<file path="config.mk">
export PLATFORM = sky130hd
export DESIGN_NAME = mbi_bus_if
export DESIGN_NICKNAME = d
export VERILOG_FILES = /design/src/core/unused_placeholder_none.sv /design/src/core/mbi_pkg.sv /design/src/core/mbi_bus_if.sv /design/src/core/mbi_sync.sv /design/src/core/mbi_sel.sv
export SDC_FILE = /design/constraint.sdc
export NUM_CORES = 1
export LEC_CHECK = 0
export ABC_AREA = 1
export BUFFER_PORTS_ARGS = -buffer_cell sky130_fd_sc_hd__clkbuf_2
export CORE_UTILIZATION = 37
export CTS_BUF_LIST = sky130_fd_sc_hd__clkbuf_4 sky130_fd_sc_hd__clkbuf_8
export CTS_CLUSTER_DIAMETER = 150
export DETAILED_ROUTE_END_ITERATION = 12
export PLACE_DENSITY = 0.62
export SLEW_MARGIN = 0
export SYNTH_ARGS = -nofsm -noshare
export SYNTH_HDL_FRONTEND = slang
export SYNTH_HIERARCHICAL = 1
export SYNTH_SLANG_ARGS = --single-unit
</file>
<file path="constraint.sdc">
create_clock -name mclk -period 2.2 [get_ports mclk]
set_input_delay 0.22 -clock mclk [delete_from_list [all_inputs] [get_ports mclk]]
set_output_delay 0.22 -clock mclk [all_outputs]
set_load 0.01 [all_outputs]
</file>
<file path="src/core/unused_placeholder_none.sv">
`default_nettype none
`default_nettype wire

</file>
<file path="src/core/mbi_pkg.sv">
// Functional notes
// - eight external selects, one term, polarity
// - each select routes to port C or F
// - select pin enable: oe term or direction
// - multiplexed bus: latch address on strobe
// - latched address out on E, F, G
// - drive addr/data only on selected read
// - extra address bits: A,B,C,F or A,B,C
// - non-mux: address on port, data on F
// - non-mux: port F undriven when idle
// - unused third control becomes logic input
// - fetch, read, write strobes reach memories
// - latch strobe taken on port D bit 0
// - single read: fetch on second control
// - page host: address 16 on port A0
// - read on second, fetch on third control
// - page mode: data shares high address byte
// - page hit keeps latched upper address
// - burst host: A11-4 muxed, A3-0 dedicated
// - burst fetch holds upper, moves low four
// - enable plus direction gives read, write strobes
`default_nettype none
package mbi_pkg;
  // ================================================================
  // host bus styles
  typedef enum logic [2:0] {
    MBI_MUX_LOW   = 3'b000,
    MBI_MUX_PAGE  = 3'b001,
    MBI_MUX_BURST = 3'b010,
    MBI_NONMUX    = 3'b011,
    MBI_MUX_EN_RW = 3'b100
  } mbi_mode_t;
  // strobe wiring of the control inputs
  typedef enum logic [1:0] {
    MBI_STB_RD_PROGRAM_FETCH_STROBE = 2'b00,
    MBI_STB_PROGRAM_FETCH_STROBE_ONLY = 2'b01,
    MBI_STB_RD_ONLY = 2'b10
  } mbi_strobe_t;
  // ================================================================
  localparam int MBI_NUM_SEL = 8;
  localparam int MBI_PORT_W = 8;
  localparam int MBI_EXT_W = 4;
  localparam int MBI_ADDR_W = 16 + MBI_EXT_W;
  localparam int MBI_BURST_LOW_W = 4;
  localparam logic [MBI_ADDR_W-1:0] MBI_ADDR_RST = 20'h00000;
  localparam logic [MBI_PORT_W-1:0] MBI_BYTE_RST = 8'h00;
  // extra address port selector
  localparam logic [1:0] MBI_EXT_PA = 2'h0;
  localparam logic [1:0] MBI_EXT_PB = 2'h1;
  localparam logic [1:0] MBI_EXT_PC = 2'h2;
  localparam logic [1:0] MBI_EXT_PF = 2'h3;
endpackage : mbi_pkg
`default_nettype wire

</file>
<file path="src/core/mbi_bus_if.sv">
`default_nettype none
module mbi_bus_if
  import mbi_pkg::*;
(
  input wire logic mclk,
  input wire logic sys_rst,
  input wire mbi_pkg::mbi_mode_t bus_mode,
  input wire mbi_pkg::mbi_strobe_t strobe_map,
  input wire logic [1:0] ext_addr_port,
  input wire logic [1:0] addr_out_high_g,
  input wire logic latch_strobe_used,
  input wire logic [7:0] addr_data_port_in,
  output logic [7:0] addr_data_port_out,
  output logic addr_data_port_oe,
  input wire logic [7:0] port_f_in,
  input wire logic [3:0] port_a_in,
  input wire logic [3:0] port_b_in,
  input wire logic [3:0] port_c_in,
  input wire logic port_d_bit_zero,
  input wire logic control_input_first,
  input wire logic control_input_second,
  input wire logic control_input_third,
  input wire logic resource_hit,
  input wire logic [7:0] read_data,
  output logic [7:0] port_f_data_out,
  output logic port_f_data_oe,
  output logic [19:0] host_addr,
  output logic mem_rd,
  output logic mem_wr,
  output logic mem_fetch,
  output logic logic_input_third,
  output logic ext_rd_strobe,
  output logic ext_wr_strobe,
  output logic [7:0] addr_out_e,
  output logic [7:0] addr_out_f,
  output logic [7:0] addr_out_g,
  input wire logic [7:0] sel_term,
  input wire logic [7:0] sel_active_low,
  input wire logic [7:0] sel_to_port_f,
  input wire logic [7:0] sel_oe_term,
  input wire logic [7:0] dir_port_c,
  input wire logic [7:0] dir_port_f,
  output logic [7:0] port_c_sel_out,
  output logic [7:0] port_c_sel_oe,
  output logic [7:0] port_f_sel_out,
  output logic [7:0] port_f_sel_oe
);
  // ================================================================
  // input synchronisers
  localparam int SW = 8 + 8 + 12 + 4;
  logic [SW-1:0] raw;
  logic [SW-1:0] syn;
  // strobes cross inverted: a flushed synchroniser must read idle, not active
  assign raw = {addr_data_port_in, port_f_in, port_a_in, port_b_in, port_c_in,
    port_d_bit_zero, !control_input_first, !control_input_second, !control_input_third};
  mbi_sync #(.W(SW)) u_sync (
    .mclk(mclk),
    .sys_rst(sys_rst),
    .d(raw),
    .q(syn)
  );
  logic [7:0] ad_s, pf_s;
  logic [3:0] pa_s, pb_s, pc_s;
  logic ale_s, c0_a, c1_a, c2_a;
  logic c0_s, c1_s, c2_s;
  assign {ad_s, pf_s, pa_s, pb_s, pc_s, ale_s, c0_a, c1_a, c2_a} = syn;
  assign c0_s = !c0_a;
  assign c1_s = !c1_a;
  assign c2_s = !c2_a;

  // ================================================================
  // strobe decode
  logic rd_n, wr_n, program_fetch_strobe_n, e_clk, rw;
  always_comb begin
    rw = c0_s;
    e_clk = c1_s;
    wr_n = c0_s;
    rd_n = 1'b1;
    program_fetch_strobe_n = 1'b1;
    case (strobe_map)
      MBI_STB_RD_PROGRAM_FETCH_STROBE: begin
        rd_n = c1_s;
        program_fetch_strobe_n = c2_s;
      end
      MBI_STB_PROGRAM_FETCH_STROBE_ONLY: program_fetch_strobe_n = c1_s;
      MBI_STB_RD_ONLY: rd_n = c1_s;
      default: rd_n = c1_s;
    endcase
  end
  logic en_rw;
  assign en_rw = (bus_mode == MBI_MUX_EN_RW);
  always_comb begin
    if (en_rw) begin
      ext_rd_strobe = e_clk && rw;
      ext_wr_strobe = e_clk && !rw;
      mem_rd = e_clk && rw;
      mem_wr = e_clk && !rw;
      mem_fetch = 1'b0;
    end else begin
      ext_rd_strobe = 1'b0;
      ext_wr_strobe = 1'b0;
      mem_rd = !rd_n;
      mem_wr = !wr_n;
      mem_fetch = !program_fetch_strobe_n;
    end
  end
  // third control free when no fetch strobe is wired there
  assign logic_input_third = (strobe_map != MBI_STB_RD_PROGRAM_FETCH_STROBE) ? c2_s : 1'b0;

  // ================================================================
  // address latch
  logic ale_q, next_ale_q;
  logic [15:0] upper, next_upper;
  logic [3:0] ext_q, next_ext_q;
  logic strobe_fall;
  assign next_ale_q = ale_s;
  assign strobe_fall = ale_q && !ale_s;
  logic [3:0] ext_src;
  always_comb begin
    case (ext_addr_port)
      MBI_EXT_PA: ext_src = pa_s;
      MBI_EXT_PB: ext_src = pb_s;
      MBI_EXT_PC: ext_src = pc_s;
      MBI_EXT_PF: ext_src = (bus_mode == MBI_NONMUX) ? 4'h0 : pf_s[3:0];
      default: ext_src = pa_s;
    endcase
  end
  logic latch_en;
  // non-mux host without strobe: address is live, nothing to latch
  assign latch_en = strobe_fall && latch_strobe_used;
  always_comb begin
    next_upper = upper;
    next_ext_q = ext_q;
    if (latch_en) begin
      next_ext_q = ext_src;
      case (bus_mode)
        MBI_MUX_PAGE: next_upper = {ad_s, upper[7:0]};
        MBI_MUX_BURST: next_upper = {upper[15:12], ad_s, upper[3:0]};
        default: next_upper = {upper[15:8], ad_s};
      endcase
    end
  end
  always_ff @(posedge mclk) begin
    if (sys_rst) begin
      ale_q <= 1'b0;
      upper <= 16'h0000;
      ext_q <= 4'h0;
    end else begin
      ale_q <= next_ale_q;
      upper <= next_upper;
      ext_q <= next_ext_q;
    end
  end
  // ================================================================
  // address assembly
  logic [19:0] next_host_addr;
  always_comb begin
    case (bus_mode)
      // page hit: only low byte moves, upper byte held
      MBI_MUX_PAGE: next_host_addr = {ext_q, upper[15:8], pf_s};
      // burst: A3-0 dedicated lines on port F low nibble
      MBI_MUX_BURST: next_host_addr = {ext_q, 4'h0, upper[11:4], pf_s[3:0]};
      MBI_NONMUX: begin
        if (latch_strobe_used) next_host_addr = {ext_q, 8'h00, ad_s};
        else next_host_addr = {ext_src, 8'h00, ad_s};
      end
      default: next_host_addr = {ext_q, pf_s, upper[7:0]};
    endcase
  end
  always_ff @(posedge mclk) begin
    if (sys_rst) host_addr <= MBI_ADDR_RST;
    else host_addr <= next_host_addr;
  end
  // latched address out
  always_comb begin
    addr_out_e = upper[7:0];
    addr_out_f = upper[7:0];
    addr_out_g = addr_out_high_g[0] ? upper[15:8] : upper[7:0];
  end
  // ================================================================
  // data drive
  logic reading;
  assign reading = resource_hit && (mem_rd || mem_fetch);
  logic [7:0] dq, next_dq;
  assign next_dq = read_data;
  always_ff @(posedge mclk) begin
    if (sys_rst) dq <= MBI_BYTE_RST;
    else dq <= next_dq;
  end
  logic nonmux;
  assign nonmux = (bus_mode == MBI_NONMUX);
  assign addr_data_port_out = nonmux ? 8'h00 : dq;
  assign addr_data_port_oe = !nonmux && reading;
  assign port_f_data_out = nonmux ? dq : 8'h00;
  assign port_f_data_oe = nonmux && reading;
  // ================================================================
  mbi_sel #(.N(MBI_NUM_SEL)) u_sel (
    .sel_term(sel_term),
    .sel_active_low(sel_active_low),
    .sel_to_port_f(sel_to_port_f),
    .sel_oe_term(sel_oe_term),
    .dir_port_c(dir_port_c),
    .dir_port_f(dir_port_f),
    .port_c_sel_out(port_c_sel_out),
    .port_c_sel_oe(port_c_sel_oe),
    .port_f_sel_out(port_f_sel_out),
    .port_f_sel_oe(port_f_sel_oe)
  );
  // ================================================================
  AST_NONMUX_AD_IDLE: assert property (@(posedge mclk) disable iff (sys_rst)
    nonmux |-> !addr_data_port_oe) else $error("ad port driven in nonmux");
  AST_AD_NEEDS_READ: assert property (@(posedge mclk) disable iff (sys_rst)
    addr_data_port_oe |-> resource_hit && (mem_rd || mem_fetch))
    else $error("ad driven without read");
  AST_F_IDLE: assert property (@(posedge mclk) disable iff (sys_rst)
    (nonmux && !resource_hit) |-> !port_f_data_oe) else $error("port f driven idle");
  AST_LATCH: assert property (@(posedge mclk) disable iff (sys_rst)
    (latch_en && bus_mode == MBI_MUX_LOW) |=> upper[7:0] == $past(ad_s))
    else $error("low byte not latched");
  AST_PAGE_HOLD: assert property (@(posedge mclk) disable iff (sys_rst)
    (!latch_en && bus_mode == MBI_MUX_PAGE) |=> $stable(upper))
    else $error("page upper moved");
  AST_STROBE_MAP: assert property (@(posedge mclk) disable iff (sys_rst)
    (strobe_map == MBI_STB_PROGRAM_FETCH_STROBE_ONLY && !en_rw) |-> !mem_rd && mem_fetch == !c1_s)
    else $error("single read mapping wrong");
  AST_EXT_STROBES: assert property (@(posedge mclk) disable iff (sys_rst)
    !(ext_rd_strobe && ext_wr_strobe)) else $error("both ext strobes");
  AST_SEL_OE: assert property (@(posedge mclk) disable iff (sys_rst)
    (port_c_sel_oe & port_f_sel_oe) == 8'h00) else $error("select on two ports");
  COV_PAGE: cover property (@(posedge mclk) latch_en && bus_mode == MBI_MUX_PAGE);
  COV_BURST: cover property (@(posedge mclk) latch_en && bus_mode == MBI_MUX_BURST);
  COV_NONMUX_RD: cover property (@(posedge mclk) port_f_data_oe);
  COV_EN_RW_RD: cover property (@(posedge mclk) ext_rd_strobe);
  COV_FETCH_ONLY: cover property (@(posedge mclk) strobe_map == MBI_STB_PROGRAM_FETCH_STROBE_ONLY && mem_fetch);
  AST_PAGE_LATCH: assert property (@(posedge mclk) disable iff (sys_rst)
    (latch_en && bus_mode == MBI_MUX_PAGE) |=> upper[15:8] == $past(ad_s))
    else $error("page high byte not latched");
  AST_PAGE_ADDR: assert property (@(posedge mclk) disable iff (sys_rst)
    (bus_mode == MBI_MUX_PAGE) |=> host_addr[15:8] == $past(upper[15:8]))
    else $error("page address lost upper byte");
  AST_BURST_LATCH: assert property (@(posedge mclk) disable iff (sys_rst)
    (latch_en && bus_mode == MBI_MUX_BURST) |=> upper[11:4] == $past(ad_s))
    else $error("burst middle bits not latched");
  AST_BURST_HOLD: assert property (@(posedge mclk) disable iff (sys_rst)
    (!latch_en && bus_mode == MBI_MUX_BURST) |=> $stable(upper[11:4]))
    else $error("burst upper moved");
  AST_NO_STROBE: assert property (@(posedge mclk) disable iff (sys_rst)
    !latch_strobe_used |=> $stable(upper) && $stable(ext_q))
    else $error("latched without strobe");
  AST_NONMUX_NO_F_EXT: assert property (@(posedge mclk) disable iff (sys_rst)
    (nonmux && ext_addr_port == MBI_EXT_PF && !latch_strobe_used)
    |=> host_addr[19:16] == 4'h0) else $error("port f extra address in nonmux");
  AST_F_READ: assert property (@(posedge mclk) disable iff (sys_rst)
    (nonmux && reading) |-> port_f_data_oe) else $error("nonmux read not driven");
  AST_RD_PROGRAM_FETCH_STROBE: assert property (@(posedge mclk) disable iff (sys_rst)
    (strobe_map == MBI_STB_RD_PROGRAM_FETCH_STROBE && !en_rw) |-> mem_fetch == !c2_s)
    else $error("fetch not on third control");
  AST_THIRD_BUSY: assert property (@(posedge mclk) disable iff (sys_rst)
    (strobe_map == MBI_STB_RD_PROGRAM_FETCH_STROBE) |-> !logic_input_third)
    else $error("third control leaked to logic");
endmodule : mbi_bus_if
`default_nettype wire

</file>
<file path="src/core/mbi_sync.sv">
`default_nettype none
module mbi_sync #(
  parameter int W = 1
) (
  input wire logic mclk,
  input wire logic sys_rst,
  input wire logic [W-1:0] d,
  output logic [W-1:0] q
);
  logic [W-1:0] s1;
  logic [W-1:0] next_s1;
  logic [W-1:0] next_q;
  always_comb begin
    next_s1 = d;
    next_q = s1;
  end
  // first stage feeds only the second
  always_ff @(posedge mclk) begin
    if (sys_rst) begin
      s1 <= '0;
      q <= '0;
    end else begin
      s1 <= next_s1;
      q <= next_q;
    end
  end
endmodule : mbi_sync
`default_nettype wire

</file>
<file path="src/core/mbi_sel.sv">
`default_nettype none
module mbi_sel
  import mbi_pkg::*;
#(
  parameter int N = MBI_NUM_SEL
) (
  input wire logic [N-1:0] sel_term,
  input wire logic [N-1:0] sel_active_low,
  input wire logic [N-1:0] sel_to_port_f,
  input wire logic [N-1:0] sel_oe_term,
  input wire logic [N-1:0] dir_port_c,
  input wire logic [N-1:0] dir_port_f,
  output logic [N-1:0] port_c_sel_out,
  output logic [N-1:0] port_c_sel_oe,
  output logic [N-1:0] port_f_sel_out,
  output logic [N-1:0] port_f_sel_oe
);
  initial begin
    if (N < 1 || N > MBI_NUM_SEL) $error("mbi_sel: bad select count");
  end
  for (genvar i = 0; i < N; i++) begin : g_sel
    logic lvl;
    assign lvl = sel_term[i] ^ sel_active_low[i];
    assign port_c_sel_out[i] = sel_to_port_f[i] ? 1'b0 : lvl;
    assign port_f_sel_out[i] = sel_to_port_f[i] ? lvl : 1'b0;
    assign port_c_sel_oe[i] = !sel_to_port_f[i] && (sel_oe_term[i] || dir_port_c[i]);
    assign port_f_sel_oe[i] = sel_to_port_f[i] && (sel_oe_term[i] || dir_port_f[i]);
  end
endmodule : mbi_sel
`default_nettype wire

</file>
**After elaboration in Yosys (flattened, before gate mapping)**

Cells that the tools add are included.

- Register bits after elaboration: 113
- Input bits: 101
- Output and inout bits: 100
- Word-level logic and storage cells: 126

- Eq/ne operators: 8
- Mux-type cells: 32
- Bitwise logic cells: 10
- Reductions and logical operators: 66

Operators by type and width:

| kind | count |
|---|---|
| one-hot mux 20 bit (3 select lines) | 1 |
| one-hot mux 16 bit (2 select lines) | 1 |
| 2-to-1 mux 8 bit | 3 |
| logical AND 1 bit | 23 |
| 2-to-1 mux 1 bit | 23 |
| 2-to-1 mux 20 bit | 1 |
| zero test 1 bit | 18 |
| logical OR 1 bit | 17 |
| one-hot mux 4 bit (4 select lines) | 1 |
| bitwise XOR 1 bit | 8 |
| == test 3 x 2 -> 1 bit (second input constant) | 2 |
| AND reduction 3 bit | 2 |
| == test 2 x 1 -> 1 bit (second input constant) | 2 |
| == test 2 bit (second input constant) | 2 |
| zero test 2 bit | 2 |
| 2-to-1 mux 4 bit | 1 |
| AND reduction 2 bit | 2 |
| nonzero test 2 bit | 2 |
| == test 3 x 1 -> 1 bit (second input constant) | 1 |
| == test 3 bit (second input constant) | 1 |
| NOT 1 bit | 2 |
| one-hot mux 1 bit (2 select lines) | 1 |

**Depth between registers and ports, before layout**

- Depth after elaboration: 7
- Gate-level depth with buffers: 8
- Mapped depth without buffers: 8

**Modules after synthesis**

The synthesis kept the hierarchy.

Modules (own cells, without submodules):

| module | instances | cells an instance | area each (sq um) | seq. area each (sq um) |
|---|---|---|---|---|
| mbi_bus_if | 1 | 391 | 2461.1 | 980.9 |
| mbi_sync | 1 | 199 | 1840.5 | 1281.2 |
| mbi_sel | 1 | 96 | 360.3 | 0.0 |

**Least setup slack after synthesis**

Ideal clock, no wire load.

- Kind: input to output
- Start point: in bus_mode[2]
- End point: out port_f_data_oe
- Arrival time: 0.905 ns
- Required time: 1.980 ns
- Setup slack: 1.075 ns
- Stages: 4
- Path buffers: 1
- Path through: inv_1 nand3_2 clkbuf_1 nor2_1

- Word-level cells in the longest chain between the ends: 5
- Elaborated cells on any way between the ends: 7
- Those cells by class: eq/ne (2); mux (2); reduce/logical (3)

Ends and longest elaborated chain:

| element | RTL line | RTL |
|---|---|---|
| from (decl) | mbi_bus_if.sv:7 | `input wire mbi_pkg::mbi_mode_t bus_mode,` |
| == test 3 bit | mbi_bus_if.sv:91 | `assign en_rw = (bus_mode == MBI_MUX_EN_RW);` |
| 2-to-1 mux 1 bit | mbi_bus_if.sv:93 | `if (en_rw) begin` |
| logical OR 1 bit | mbi_bus_if.sv:183 | `assign reading = resource_hit && (mem_rd \|\| mem_fetch);` |
| logical AND 1 bit | mbi_bus_if.sv:183 |  |
| logical AND 1 bit (*) | mbi_bus_if.sv:195 | `assign port_f_data_oe = nonmux && reading;` |
| to (decl) | mbi_bus_if.sv:26 | `output logic port_f_data_oe,` |

Mark *: on every way between the ends. The rest lies on a longest branch, timed or not.

**Final worst setup path**

- Start point: reg u_sync.q[1]
- End point: out addr_data_port_oe

- Word-level cells in the longest chain between the ends: 7
- Elaborated cells on any way between the ends: 11
- Those cells by class: mux (4); reduce/logical (7)

Ends and longest elaborated chain:

| element | RTL line | RTL |
|---|---|---|
| from (decl) | mbi_sync.sv:8 | `output logic [W-1:0] q` |
| from (signal assigned) | mbi_sync.sv:24 | `q <= next_q;` |
| zero test 1 bit (*) | mbi_bus_if.sv:68 | `assign c1_s = !c1_a;` |
| one-hot mux 1 bit (2 select lines) / 2-to-1 mux 1 bit (equally long branches) | mbi_bus_if.sv:80 | `case (strobe_map)` |
| zero test 1 bit, on equally long branches | mbi_bus_if.sv:104, mbi_bus_if.sv:102 |  |
| 2-to-1 mux 1 bit | mbi_bus_if.sv:93 |  |
| logical OR 1 bit (*) | mbi_bus_if.sv:183 |  |
| logical AND 1 bit (*) | mbi_bus_if.sv:183 |  |
| logical AND 1 bit (*) | mbi_bus_if.sv:193 | `assign addr_data_port_oe = !nonmux && reading;` |
| to (decl) | mbi_bus_if.sv:14 | `output logic addr_data_port_oe,` |

Marked as above.

==> results.yml <==
synth:
  syn_area_per_cell_um2: 6.80
  syn_inst: 686
  yosys.cell_types.count: 19
  synth_fp_nets: 787
  synth_seq_cells: 113
  synth_area_leaders: "dfxtp_1 49%, nor2_1 14%, inv_1 12%, nand2_1 10%, o21ai_0 3.3%"
  yosys.area.top_type: "dfxtp_1"
  seq_area_frac_synth: 0.485
  netlist_area_mm2: 0.00466
  yosysTopAreaCellShare: 0.485
  ys_warn_count: 6
worst_setup_path:
  cp-end-kind: "primary output"
  crit_buf_inv: 1
  r2r_end: "upper[2]"
  critPathMaxFanout: 5
  cpPeakStageDelay_ps: 400
  critPathTopFamily: "simple AND/OR/NAND/NOR gates"
  crit_path_start_kind: "flip-flop"
  crit_path_top_delay_cell: "dfxtp_1"
  reg2reg_depth: 7
  cp_data_arrival_time_ps: 1550
  required_ps: 1980
  crit_path_frequent_cell: "nand2_1"
  r2r_slack_ps: 970
  crit_chain: "nand3_1 -> nand2_1 -> nand2_1 -> nand3_1 -> nand2_1 -> nor2_1 -> clkbuf_2"
  crit_type: "reg -> out"
  r2r-start: "ale_q"
die:
  die_h_um: 114
  num_rows: 40
  die_w_um: 114
  initial_core_util: 0.383
  core_area_mm2: 0.0122
  die_area_mm2: 0.0131
  io_pins: 201
timing:
  fin_ws_ps: 429
  setup_tns_ps: 0
  fin_hold_ws_ps: 22.7
  slew_violations: 0
  setup_viol: 0
  finalCriticalPeriod_ps: 1770
  worst_pin_slew_ps: 828
  period_share: 0.805
  max_freq_mhz: 565
  fin_skew_ps: 12.6
  hold_violations: 0
  rsz0062_at_grt: "false"
  slew_headroom: 0.448
cells_and_area:
  multi_input_area_mm2: 0.00159
  fin_area_mm2: 0.00642
  area.growth.synth_to_final_pct: 37.8
  final_cell_mix: "199 x clkbuf_2, 177 x nor2_1, 150 x inv_1"
  instances_no_fill: 1094
  mostFrequentLayoutCell: "clkbuf_2"
  drive_above_1_share: 0.260
  fillers: 1259
  fin_util: 0.528
  layout.nets: 1017
  seqCellArea_mm2: 0.00226
  num_antenna_cells: 0
placed_design:
  place_inst: 1026
  portBuffers: 199
  place_hpwl_mm: 8.51
  place_area_mm2: 0.00567
  pre_cts_slack_ps: 608
  routabilityCongestion: 0.844
worst_hold_path:
  whs_path_depth: 3
  holdPathEnd: "u_sync/next_q[19]"
  hold_path_class: "in -> reg"
  hold_start: "port_f_in[3]"
route:
  detail_route.wl_per_cell_um: 10.5
  routed_via_density: 4.17
  via_count: 4560
  antenna_left: 0
  drc: 0
  first_pass_iters: 4
  drt-total-wl_mm: 11.4
  drtIter0Drc: 136
clocking:
  cts_buffer_depth: 2
  cts_tree: "done"
  cts_buffers: 17
  clkTransAtPathRegs_ps: 60
  cts_resized: 0
  htree_levels: 4
  post_cts_buffers: 0
  cts.sinks: 113
  ctsHoldBuffers: 39
  insertion_delay_ps: 420
  root_buffer: "clkbuf_8"
global_route:
  track_usage: 0.182
  grt_pass1_wl_mm: 18.3
  overflow: 0
  grt_start_max_net_pins: 82
  antenna_found_initial: 0
  grt_pass1_vias: 4064
power_and_ir_drop:
  leakage_nw: 3.57
  ir_drop_mv: 0.278
  p_total_mw: 4.46
  powerDensity_mw_per_mm2: 694
flow_run:
  maxCapViolations: 0
status:
  status: "finished, final reports clean"
==> tightest hold or removal path: cells and delay by family <==
family / cells / cell delay [ps]
buf+inv: 2 / 120
simple gates: 1 / 50
==> sequential cells by signal (all words and copies together), names as in the netlist <==
| register | count |
|---|---|
| u_sync/next_q | 32 |
| u_sync/q | 32 |
| host_addr | 20 |
| upper | 16 |
| dq | 8 |
| ext_q | 4 |
| ale_q | 1 |
==> synthesized netlist by cell type, drive strengths merged <==
master and instances:
a21oi 29, buf 28, clkbuf 5, dfxtp 113
inv 151, nand2 129, nand3 15, nor2 179
nor3 1, o211ai 4, o21ai 32
==> worst max path at each step <==
| stage | startpoint | to | slack, ps | cells past startpoint |
|---|---|---|---|---|
| after floorplan | bus_mode[2] | port_f_data_oe | 1080 | 4 |
| after global placement | bus_mode[2] | upper[13] | 610 | 8 |
| after detailed placement | bus_mode[2] | upper[13] | 610 | 8 |
| after CTS | u_sync/q[1] | port_f_data_oe | 420 | 7 |
| after global routing | u_sync/q[1] | addr_data_port_oe | 250 | 7 |
| final | u_sync/q[1] | addr_data_port_oe | 430 | 7 |
==> power breakdown <==
part | switching [mW] | internal, mW
combinational | 0.287 | 0.238
sequential | 0.0333 | 2.13
clock | 0.765 | 1.01
total | 1.09 | 3.37
==> cell type report <==
type	instances	share of cell area
Timing Repair Buffer	244	0.223
Clock buffer	23	0.0473
Tap cell	168	0.0327
Multi-Input combinational cell	389	0.248
Clock inverter	6	0.00896
Sequential cell	113	0.352
Inverter	151	0.0883
==> cells by family (layout without fill, tap and decap cells) <==
kind of cell / count (synthesis) / count (layout) / synth area share
simple gates: 324 / 324 / 0.268
compound gates: 65 / 65 / 0.0727
buf+inv: 184 / 424 / 0.174
flops: 113 / 113 / 0.485
==> layer usage <==
layer  vias to the layer above  GRT usage  routed length [um]  share of wire
met5                         -          0                   0              0
met4                         0     0.0701                 187          0.016
met3                        13     0.0582                 898          0.078
met2                       182      0.322                5570           0.49
met1                      1926      0.204                4790           0.42
li1                       2439          -                   -              -
(Power assumes the default switching activity.)
